File: src/rtl/rswt_pkg.sv
// Constants and types shared by the radio sleep wake-up timer design files.
// Behaviour
// - Internal slow RC tick at 32.768 kHz clocks the timer unless crystal selected.
// - Periods restart automatically, so wake-ups recur while the timer stays enabled.
// - Timer enable set when sleep is entered starts counting the programmed period.
// - Expiry pulls the interrupt pin low only when the timer interrupt is enabled.
// - Interrupt enable register selects between interrupt mode and pin output mode.
// - Count high register reads the live count; reading it latches the low byte for the low register.
// - Period equals 32 times M times two to the R slow clock cycles.
// - Exponent R is five bits of the exponent register, power-on value 03h.
// - Mantissa high and low byte registers both reset to 00h.
// - Enabled interrupt: pin goes low and the main crystal is switched on.
// - Disabled interrupt: expiry only shows on the pin, operating state unchanged.
// - External crystal select releases general pin zero for the crystal.
// - External crystal select moves all slow clocking to the crystal input.
package rswt_pkg;

    // ************************************************************
    // Clock figures
    // ************************************************************
    localparam int unsigned RSWT_HCLK_HZ        = 250_000_000;
    localparam int unsigned RSWT_SLOW_HZ        = 32_768;
    localparam int unsigned RSWT_RC_DIV_CYCLES  = RSWT_HCLK_HZ / RSWT_SLOW_HZ;
    localparam int unsigned RSWT_PERIOD_SCALE   = 32;

    // ************************************************************
    // Register indices, byte address is four times the index
    // ************************************************************
    localparam logic [4:0] RSWT_IDX_STATUS1   = 5'h03;
    localparam logic [4:0] RSWT_IDX_STATUS2   = 5'h04;
    localparam logic [4:0] RSWT_IDX_IRQ_EN2   = 5'h06;
    localparam logic [4:0] RSWT_IDX_CONTROL   = 5'h07;
    localparam logic [4:0] RSWT_IDX_EXPONENT  = 5'h14;
    localparam logic [4:0] RSWT_IDX_MANT_HIGH = 5'h15;
    localparam logic [4:0] RSWT_IDX_MANT_LOW  = 5'h16;
    localparam logic [4:0] RSWT_IDX_CNT_HIGH  = 5'h17;
    localparam logic [4:0] RSWT_IDX_CNT_LOW   = 5'h18;

    // ************************************************************
    // Field positions
    // ************************************************************
    localparam int unsigned RSWT_CTRL_XTAL_ON_BIT = 0;
    localparam int unsigned RSWT_CTRL_ENABLE_BIT  = 5;
    localparam int unsigned RSWT_CTRL_EXT_SEL_BIT = 6;
    localparam int unsigned RSWT_WAKE_FLAG_BIT    = 3;

    // ************************************************************
    // Values after reset
    // ************************************************************
    localparam logic [7:0] RSWT_CONTROL_RST   = 8'h01;
    localparam logic [7:0] RSWT_IRQ_EN2_RST   = 8'h00;
    localparam logic [4:0] RSWT_EXPONENT_RST  = 5'h03;
    localparam logic [7:0] RSWT_MANT_BYTE_RST = 8'h00;

    // ************************************************************
    // Operating states
    // ************************************************************
    typedef enum logic [0:0] {
        RSWT_SLEEP = 1'b0,
        RSWT_READY = 1'b1
    } rswt_state_t;

endpackage : rswt_pkg

File: src/rtl/rswt_timer_if.sv
// Interface between the register side and the wake period counter.
`timescale 1ns/10ps
`default_nettype none
interface rswt_timer_if;
    logic        tick;
    logic        run;
    logic        restart;
    logic [4:0]  exponent;
    logic [15:0] mantissa;
    logic [15:0] count;
    logic        expire;

    modport ctrl (
        output tick,
        output run,
        output restart,
        output exponent,
        output mantissa,
        input  count,
        input  expire
    );

    modport timer (
        input  tick,
        input  run,
        input  restart,
        input  exponent,
        input  mantissa,
        output count,
        output expire
    );
endinterface : rswt_timer_if
`default_nettype wire

File: src/rtl/rswt_wake_counter.sv
// Wake period counter: prescaler of 32 times two to the R slow ticks and mantissa counter.
`timescale 1ns/10ps
`default_nettype none
module rswt_wake_counter
    import rswt_pkg::*;
(
    input  wire logic   hclk,
    input  wire logic   hresetn,
    rswt_timer_if.timer tmr
);

    // ************************************************************
    // State
    // ************************************************************
    typedef struct packed {
        logic [36:0] prescale;
        logic [15:0] count;
        logic        expire;
    } rswt_cnt_state_t;

    rswt_cnt_state_t r_reg;
    rswt_cnt_state_t r_next;
    logic [36:0]     limit;

    // The prescaler is wide enough for R = 31, so no exponent value can wrap early.
    assign limit = (37'(RSWT_PERIOD_SCALE) << tmr.exponent) - 37'h1;

    always_comb begin
        r_next        = r_reg;
        r_next.expire = 1'b0;
        if (tmr.restart || !tmr.run) begin
            r_next.prescale = 37'h0;
            r_next.count    = 16'h0;
        end else if (tmr.tick) begin
            if (r_reg.prescale >= limit) begin
                r_next.prescale = 37'h0;
                // A zero mantissa never expires; the count simply wraps.
                if (tmr.mantissa != 16'h0 && r_reg.count >= tmr.mantissa - 16'h1) begin
                    r_next.count  = 16'h0;
                    r_next.expire = 1'b1;
                end else begin
                    r_next.count = r_reg.count + 16'h1;
                end
            end else begin
                r_next.prescale = r_reg.prescale + 37'h1;
            end
        end
    end

    always_ff @(posedge hclk or negedge hresetn) begin
        if (!hresetn) begin
            r_reg <= '0;
        end else begin
            r_reg <= r_next;
        end
    end

    assign tmr.count  = r_reg.count;
    assign tmr.expire = r_reg.expire;

endmodule : rswt_wake_counter
`default_nettype wire

File: src/rtl/rswt_wake_timer.sv
// Top of the radio sleep wake-up timer with its AHB-Lite register slave.
//
// Implementation choice: register access over AHB-Lite.
`timescale 1ns/10ps
`default_nettype none
module rswt_wake_timer
    import rswt_pkg::*;
#(
    parameter int unsigned RC_DIV_CYCLES = RSWT_RC_DIV_CYCLES
) (
    input  wire logic        hclk,
    input  wire logic        hresetn,
    input  wire logic        hsel,
    input  wire logic [31:0] haddr,
    input  wire logic [1:0]  htrans,
    input  wire logic        hwrite,
    input  wire logic [2:0]  hsize,
    input  wire logic [31:0] hwdata,
    input  wire logic        hready,
    output logic      [31:0] hrdata,
    output logic             hreadyout,
    output logic             hresp,
    output logic             interrupt_request_pin_n,
    output logic             main_crystal_enable,
    output logic             slow_clock_out,
    input  wire logic        general_pin_zero_in,
    output logic             general_pin_zero_out,
    output logic             general_pin_zero_oe
);

    // ************************************************************
    // State
    // ************************************************************
    typedef struct packed {
        rswt_state_t state;
        logic        timer_enable;
        logic        ext_select;
        logic        irq_enable;
        logic        wake_flag;
        logic        armed;
        logic        restart;
        logic [4:0]  exponent;
        logic [15:0] mantissa;
        logic [7:0]  low_latch;
        logic [4:0]  index;
        logic        rd_pend;
        logic        wr_pend;
        logic [31:0] hrdata;
        logic        hreadyout;
        logic        irq_n;
        logic        xtal_en;
        logic        pin_out;
        logic        pin_oe;
        logic        slow_out;
        logic        slow_tick;
        logic [12:0] rc_cnt;
        logic        ext_prev;
    } rswt_top_state_t;

    rswt_top_state_t r_reg;
    rswt_top_state_t r_next;

    rswt_timer_if tif ();

    logic        addr_ok;
    logic        take;
    logic [7:0]  wbyte;
    logic        wake_set;
    logic [12:0] rc_last;

    // ************************************************************
    // Read data selection
    // ************************************************************
    function automatic logic [7:0] rswt_read_byte(
        input logic [4:0]      idx,
        input rswt_top_state_t s,
        input logic [15:0]     cnt
    );
        logic [7:0] v;
        v = 8'h00;
        unique case (idx)
            RSWT_IDX_STATUS2: begin
                v[RSWT_WAKE_FLAG_BIT] = s.wake_flag;
            end
            RSWT_IDX_IRQ_EN2: begin
                v[RSWT_WAKE_FLAG_BIT] = s.irq_enable;
            end
            RSWT_IDX_CONTROL: begin
                v[RSWT_CTRL_XTAL_ON_BIT] = (s.state == RSWT_READY);
                v[RSWT_CTRL_ENABLE_BIT]  = s.timer_enable;
                v[RSWT_CTRL_EXT_SEL_BIT] = s.ext_select;
            end
            RSWT_IDX_EXPONENT: begin
                v[4:0] = s.exponent;
            end
            RSWT_IDX_MANT_HIGH: begin
                v = s.mantissa[15:8];
            end
            RSWT_IDX_MANT_LOW: begin
                v = s.mantissa[7:0];
            end
            RSWT_IDX_CNT_HIGH: begin
                v = cnt[15:8];
            end
            RSWT_IDX_CNT_LOW: begin
                v = s.low_latch;
            end
            default: begin
                v = 8'h00;
            end
        endcase
        return v;
    endfunction : rswt_read_byte

    // ************************************************************
    // Bus decode
    // ************************************************************
    assign addr_ok  = (haddr[31:7] == 25'h0) && (haddr[1:0] == 2'b00);
    assign take     = hsel && hready && htrans[1];
    assign wbyte    = hwdata[7:0];
    assign wake_set = tif.expire;
    assign rc_last  = 13'(RC_DIV_CYCLES - 1);

    always_comb begin
        r_next           = r_reg;
        r_next.restart   = 1'b0;
        r_next.slow_tick = 1'b0;
        r_next.ext_prev  = general_pin_zero_in;

        // ********************************************************
        // Slow clock source
        // ********************************************************
        if (r_reg.rc_cnt >= rc_last) begin
            r_next.rc_cnt = 13'h0;
        end else begin
            r_next.rc_cnt = r_reg.rc_cnt + 13'h1;
        end
        if (r_reg.ext_select) begin
            r_next.slow_tick = general_pin_zero_in && !r_reg.ext_prev;
            r_next.slow_out  = general_pin_zero_in;
        end else begin
            r_next.slow_tick = (r_reg.rc_cnt >= rc_last);
            r_next.slow_out  = (r_reg.rc_cnt < 13'(RC_DIV_CYCLES / 2));
        end

        // ********************************************************
        // Address phase
        // ********************************************************
        if (take) begin
            r_next.index   = addr_ok ? haddr[6:2] : 5'h1f;
            r_next.wr_pend = hwrite;
            r_next.rd_pend = !hwrite;
            // One wait state on reads covers the cycle that registers the read data.
            r_next.hreadyout = hwrite;
        end else begin
            r_next.wr_pend = 1'b0;
            r_next.rd_pend = 1'b0;
            r_next.hreadyout = 1'b1;
        end

        // ********************************************************
        // Write data phase
        // ********************************************************
        if (r_reg.wr_pend) begin
            unique case (r_reg.index)
                RSWT_IDX_IRQ_EN2: begin
                    r_next.irq_enable = wbyte[RSWT_WAKE_FLAG_BIT];
                end
                RSWT_IDX_CONTROL: begin
                    r_next.timer_enable = wbyte[RSWT_CTRL_ENABLE_BIT];
                    r_next.ext_select   = wbyte[RSWT_CTRL_EXT_SEL_BIT];
                    if (wbyte[RSWT_CTRL_XTAL_ON_BIT]) begin
                        r_next.state = RSWT_READY;
                    end else begin
                        r_next.state = RSWT_SLEEP;
                        if (wbyte[RSWT_CTRL_ENABLE_BIT] && !r_reg.armed) begin
                            r_next.armed   = 1'b1;
                            r_next.restart = 1'b1;
                        end
                    end
                    if (!wbyte[RSWT_CTRL_ENABLE_BIT]) begin
                        r_next.armed = 1'b0;
                    end
                end
                RSWT_IDX_EXPONENT: begin
                    r_next.exponent = wbyte[4:0];
                end
                RSWT_IDX_MANT_HIGH: begin
                    r_next.mantissa[15:8] = wbyte;
                end
                RSWT_IDX_MANT_LOW: begin
                    r_next.mantissa[7:0] = wbyte;
                end
                default: begin
                end
            endcase
        end

        // ********************************************************
        // Read data phase with its side effects
        // ********************************************************
        if (r_reg.rd_pend) begin
            r_next.hrdata = {24'h0, rswt_read_byte(r_reg.index, r_reg, tif.count)};
            if (r_reg.index == RSWT_IDX_CNT_HIGH) begin
                r_next.low_latch = tif.count[7:0];
            end
            if (r_reg.index == RSWT_IDX_STATUS2) begin
                r_next.wake_flag = 1'b0;
            end
        end

        // ********************************************************
        // Expiry handling; a new expiry beats a clearing read
        // ********************************************************
        if (wake_set) begin
            r_next.wake_flag = 1'b1;
            if (r_reg.irq_enable) begin
                r_next.state = RSWT_READY;
            end
        end

        r_next.irq_n   = !(r_next.wake_flag && r_next.irq_enable);
        r_next.xtal_en = (r_next.state == RSWT_READY);
        // Without interrupt enabled the event only shows on the pin.
        r_next.pin_out = r_next.wake_flag && !r_next.irq_enable;
        r_next.pin_oe  = !r_next.ext_select;
    end

    // ************************************************************
    // Registers
    // ************************************************************
    always_ff @(posedge hclk or negedge hresetn) begin
        if (!hresetn) begin
            r_reg              <= '0;
            r_reg.state        <= RSWT_READY;
            r_reg.timer_enable <= RSWT_CONTROL_RST[RSWT_CTRL_ENABLE_BIT];
            r_reg.ext_select   <= RSWT_CONTROL_RST[RSWT_CTRL_EXT_SEL_BIT];
            r_reg.irq_enable   <= RSWT_IRQ_EN2_RST[RSWT_WAKE_FLAG_BIT];
            r_reg.exponent     <= RSWT_EXPONENT_RST;
            r_reg.mantissa     <= {RSWT_MANT_BYTE_RST, RSWT_MANT_BYTE_RST};
            r_reg.hreadyout    <= 1'b1;
            r_reg.irq_n        <= 1'b1;
            r_reg.xtal_en      <= 1'b1;
            r_reg.pin_oe       <= 1'b1;
        end else begin
            r_reg <= r_next;
        end
    end

    // ************************************************************
    // Counter and outputs
    // ************************************************************
    assign tif.tick     = r_reg.slow_tick;
    assign tif.run      = r_reg.armed && r_reg.timer_enable;
    assign tif.restart  = r_reg.restart;
    assign tif.exponent = r_reg.exponent;
    assign tif.mantissa = r_reg.mantissa;

    rswt_wake_counter u_counter (
        .hclk    (hclk),
        .hresetn (hresetn),
        .tmr     (tif.timer)
    );

    assign hrdata                  = r_reg.hrdata;
    assign hreadyout               = r_reg.hreadyout;
    assign hresp                   = 1'b0;
    assign interrupt_request_pin_n = r_reg.irq_n;
    assign main_crystal_enable     = r_reg.xtal_en;
    assign slow_clock_out          = r_reg.slow_out;
    assign general_pin_zero_out    = r_reg.pin_out;
    assign general_pin_zero_oe     = r_reg.pin_oe;

endmodule : rswt_wake_timer
`default_nettype wire

File: config.mk
export PLATFORM = sky130hd
export DESIGN_NAME = rswt_wake_timer
export DESIGN_NICKNAME = d
export VERILOG_FILES = /design/src/rtl/rswt_pkg.sv /design/src/rtl/rswt_timer_if.sv /design/src/rtl/rswt_wake_counter.sv /design/src/rtl/rswt_wake_timer.sv
export SDC_FILE = /design/constraint.sdc
export NUM_CORES = 1
export LEC_CHECK = 0
export BUFFER_PORTS_ARGS = -buffer_cell sky130_fd_sc_hd__buf_2
export CAP_MARGIN = 20
export CORE_UTILIZATION = 59
export DETAILED_ROUTE_END_ITERATION = 6
export PLACE_DENSITY = 0.91
export SKIP_CTS_REPAIR_TIMING = 1
export SYNTH_ARGS = -nofsm -noshare
export SYNTH_HDL_FRONTEND = slang
export SYNTH_SLANG_ARGS = --single-unit
File: constraint.sdc
create_clock -name hclk -period 5.9 [get_ports hclk]
set_clock_uncertainty 0.15 [all_clocks]
set_input_delay 0.295 -clock hclk [delete_from_list [all_inputs] [get_ports hclk]]
set_output_delay 0.295 -clock hclk [all_outputs]
set_load 0.01 [all_outputs]
==> run_results.csv <==
group,metric,value,unit
setup_path,cp_cell_sequence,"or2_2, nor2_1, nand3_1, ha_1, nor3_1, a21oi_1, o32a_1, ha_1, nand4_1, a21oi_1, o21a_1, nor4_4, buf_4, a21oi_1, o21ai_1",
die,chipWidth,120,um
sta,final_period_minus_worst_setup_slack,5240,ps
clocking,clock_insertion_delay_worst_skew,430,ps
sta,timing_hold_violations_final,1,
setup_path,worstPathRequired,6110,ps
cells_and_area,post_layout_nonfiller_instances,1137,
routing,dr.pass1.iters,7,
setup_path,reg2reg_setup_slack,660,ps
power_and_ir_drop,leakagePower,4.12,nW
yosys,syn_area_per_cell,9.20,um^2
setup_path,worst-endpoint-arrival,5440,ps
yosys,post_synth_instance_area,8190,um^2
setup_path,timing.critical_path.fanout_max,29,
yosys,synthDistinctLibCells,75,
routing,antenna_violating_nets_post_route,0,
clocking,cts.sinks,125,
clocking,cts_tree,"done",
sta,setup-tns-final,0,ps
routing,vias_per_cell,6.56,
setup_path,critical_path.slowest_cell,"nor4_4",
clocking,cts.path.max_buffers,2,
sta,final.period_utilization,88.8,%
clocking,clkSlewWorstSetupHoldPaths,60,ps
cells_and_area,largest_register_ffs,37,
min_path,worstHoldEndpoint,"r_reg[59]$_DFFE_PN0P_",
global_route,grt-ovfl-total,0,
cells_and_area,area_added_between_synthesis_and_finish,12.6,%
setup_path,kind_of_end_point_of_the_critical_path,"flop",
setup_path,critPathBufInv,1,
sta,final-max-slew-violation-count,0,
setup_path,timing.setup.critical_path_class,"reg -> reg",
sta,fin_worst_hold_slack,-13.0,ps
setup_path,timing.critical_path.slowest_cell_delay,840,ps
sta,peak_freq,191,MHz
yosys,yosysWarningCount,0,
sta,grt_setup_unrepaired,"no",
yosys,synth_top_cells_by_area,"dfrtp_1 (36%), ha_1 (8.2%), nand2_1 (4.4%)",
min_path,hold_path.class,"in -> reg",
yosys,netlist.area_leader.share,36.4,%
power_and_ir_drop,power_density,241,nW/um^2
placed_design,hpwl,13900,um
yosys,post-synth-top-area-cell,"dfrtp_1",
yosys,syn-instance-count,890,
yosys,synth_seq_cells,125,
global_route,largest_net_degree_at_the_start_of_global_routing,67,
cells_and_area,layout_cell_share_with_drive_strength_beyond_1,16.3,%
cells_and_area,layout_common_cells,"dfrtp_1 (119), nand2_1 (97), nor2_1 (67)",
clocking,htreeDepth,4,
global_route,antenna_found_initial,0,
routing,drt_drc_violations_left,7,
min_path,timing.hold.worst_path_depth,3,
yosys,synth-async-reset-ratio,100,%
global_route,wire_length_of_the_first_global_routing_pass,33400,um
die,io-pin-count,114,
cells_and_area,number_of_inserted_diodes,0,
die,dieHeight,120,um
global_route,overall_global_routing_resource_usage,29.4,%
setup_path,crit_cells,15,
setup_path,worstRegToRegCells,15,
routing,wire_per_inst,18.8,um
sta,finalSetupViolations,0,
setup_path,r2r_end,"u_counter.r_reg[46]$_DFFE_PN0P_",
routing,totalWireLength,21300,um
min_path,worstHoldStart,"haddr[6]",
clocking,tritoncts.num_buffers,17,
die,placeableCoreArea,13400,um^2
yosys,synthFlopType,"dfrtp_1",
setup_path,reg2reg_from,"tif.exponent[1]$_DFFE_PN1P_",
outcome,status,"finished, violations left",
die,rows,42,
routing,dr.first_iter.drc_count,948,
sta,timing.max_slew.rel_slack,39.6,%
placed_design,gp_routability_congestion,0.928,
die,floorplan.die_area,14400,um^2
setup_path,critical_path.startpoint_type,"flop",
setup_path,path_delay_family,"simple AND/OR/NAND/NOR gates",
clocking,cts_root_buffer,"clkbuf_16",
flow_run,drv.max_cap_violation_count,0,
yosys,synth_enable_flop_cells,0,
routing,vias,7461,
sta,timing_worst_slew_pin_value,900,ps
outcome,failed_checks,"DRC, hold timing",
placed_design,place.port_buffers,60,
placed_design,placed_cells_incl_taps,1093,
power_and_ir_drop,worst_ir_drop_vdd,160,uV
setup_path,critical-path-top-cell-by-count,"a21oi_1",
die,initial_core_util,61.1,%
cells_and_area,final_net_count,1077,
yosys,yosysSeqAreaShare,38.3,%
global_route,first_global_vias,6883,
cells_and_area,most_common_cell_after_layout_fill_and_taps_aside,"dfrtp_1",
-- report_power, final --
group | leakage (nW) | internal (W) | total [W] | switching (W)
Sequential | 1.61 | 0.000884 | 0.000920 | 0.0000358
Combinational | 2.23 | 0.0000886 | 0.000221 | 0.000132
Clock | 0.287 | 0.000637 | 0.00108 | 0.000441
Total | 4.12 | 0.00161 | 0.00222 | 0.000609
-- cell families after synthesis --
logic type      count (synthesis)  share of synthesized area, %
compound gates                211                          18.5
xor+xnor                       23                          2.46
fa+ha+maj                      54                          8.25
buf+inv                        88                          5.77
flops                         125                          38.3
mux                            36                          4.99
other cells                     2                        0.0917
simple gates                  351                          21.7
-- routing by layer --
layer,GRT usage [%],part of all wire [%]
met4,12.0,3.8
met1,37.6,40
met5,0,0
met2,48.0,49
met3,6.51,7.2
-- worst min-delay path: stages --
cell     delay (ps)
buf_2            80
nor2_1           40
a21oi_1         110
-- Yosys cell counts, types with 6 or more instances --
master and instances:
o31ai_1 8, o211ai_1 6, nand4_1 21, a21oi_1 41, nor2b_1 9, a21o_1 19, dfstp_2 6, dfrtp_1 119
xnor2_1 12, ha_1 54, o21ai_0 30, nor4_1 15, nor2_1 68, mux2_2 29, and4_1 6, clkbuf_1 30
nand2_1 97, a22oi_1 11, o22a_1 7, a22o_1 10, xor2_1 11, a31oi_1 14, nor3_1 18, mux2i_1 6
buf_4 33, inv_1 20, nand3_1 58, and2_1 12, o311ai_1 19, and3_1 11
-- final cells by class --
cell class / instances / area, um^2
Clock buffer: 17 / 425
Clock inverter: 15 / 175
Fill cell: 962 / 4180
Inverter: 20 / 75.1
Multi-Input combinational cell: 701 / 4680
Sequential cell: 125 / 3140
Tap cell: 176 / 220
Timing Repair Buffer: 83 / 505
-- worst max-delay path by stage --
| stage | to | from | slack (ps) |
|---|---|---|---|
| 6_report | u_counter.r_reg[46]$_DFFE_PN0P_ | tif.exponent[1]$_DFFE_PN1P_ | 660 |
| 5_1_grt | u_counter.r_reg[46]$_DFFE_PN0P_ | tif.exponent[1]$_DFFE_PN1P_ | 240 |
| 4_1_cts | u_counter.r_reg[32]$_DFFE_PN0P_ | tif.exponent[1]$_DFFE_PN1P_ | 760 |
| 3_5_place_dp | u_counter.r_reg[51]$_DFFE_PN0P_ | tif.exponent[1]$_DFFE_PN1P_ | 800 |
| 3_3_place_gp | u_counter.r_reg[43]$_DFFE_PN0P_ | tif.exponent[1]$_DFFE_PN1P_ | 920 |
| 2_1_floorplan | u_counter.tmr.count[10]$_DFFE_PN0P_ | tif.exponent[0]$_DFFE_PN1P_ | 1380 |
-- through the flow --
step / total power (W) / setup WS (ps) / hold WS, ps / cell area, um^2 / utilization, %
2_1_floorplan: 0.00108 / 1380 / -151 / 8280 / -
3_3_place_gp: 0.00113 / 920 / 255 / 8500 / 63.4
3_5_place_dp: 0.00114 / 801 / 270 / 8500 / 63.4
4_1_cts: 0.00221 / 758 / -167 / 9100 / 67.9
5_1_grt: 0.00229 / 242 / 0.579 / 9220 / 68.8
6_report: 0.00222 / 663 / -13.0 / 9220 / 68.8
Note: power is estimated with default switching activity, not from simulation.
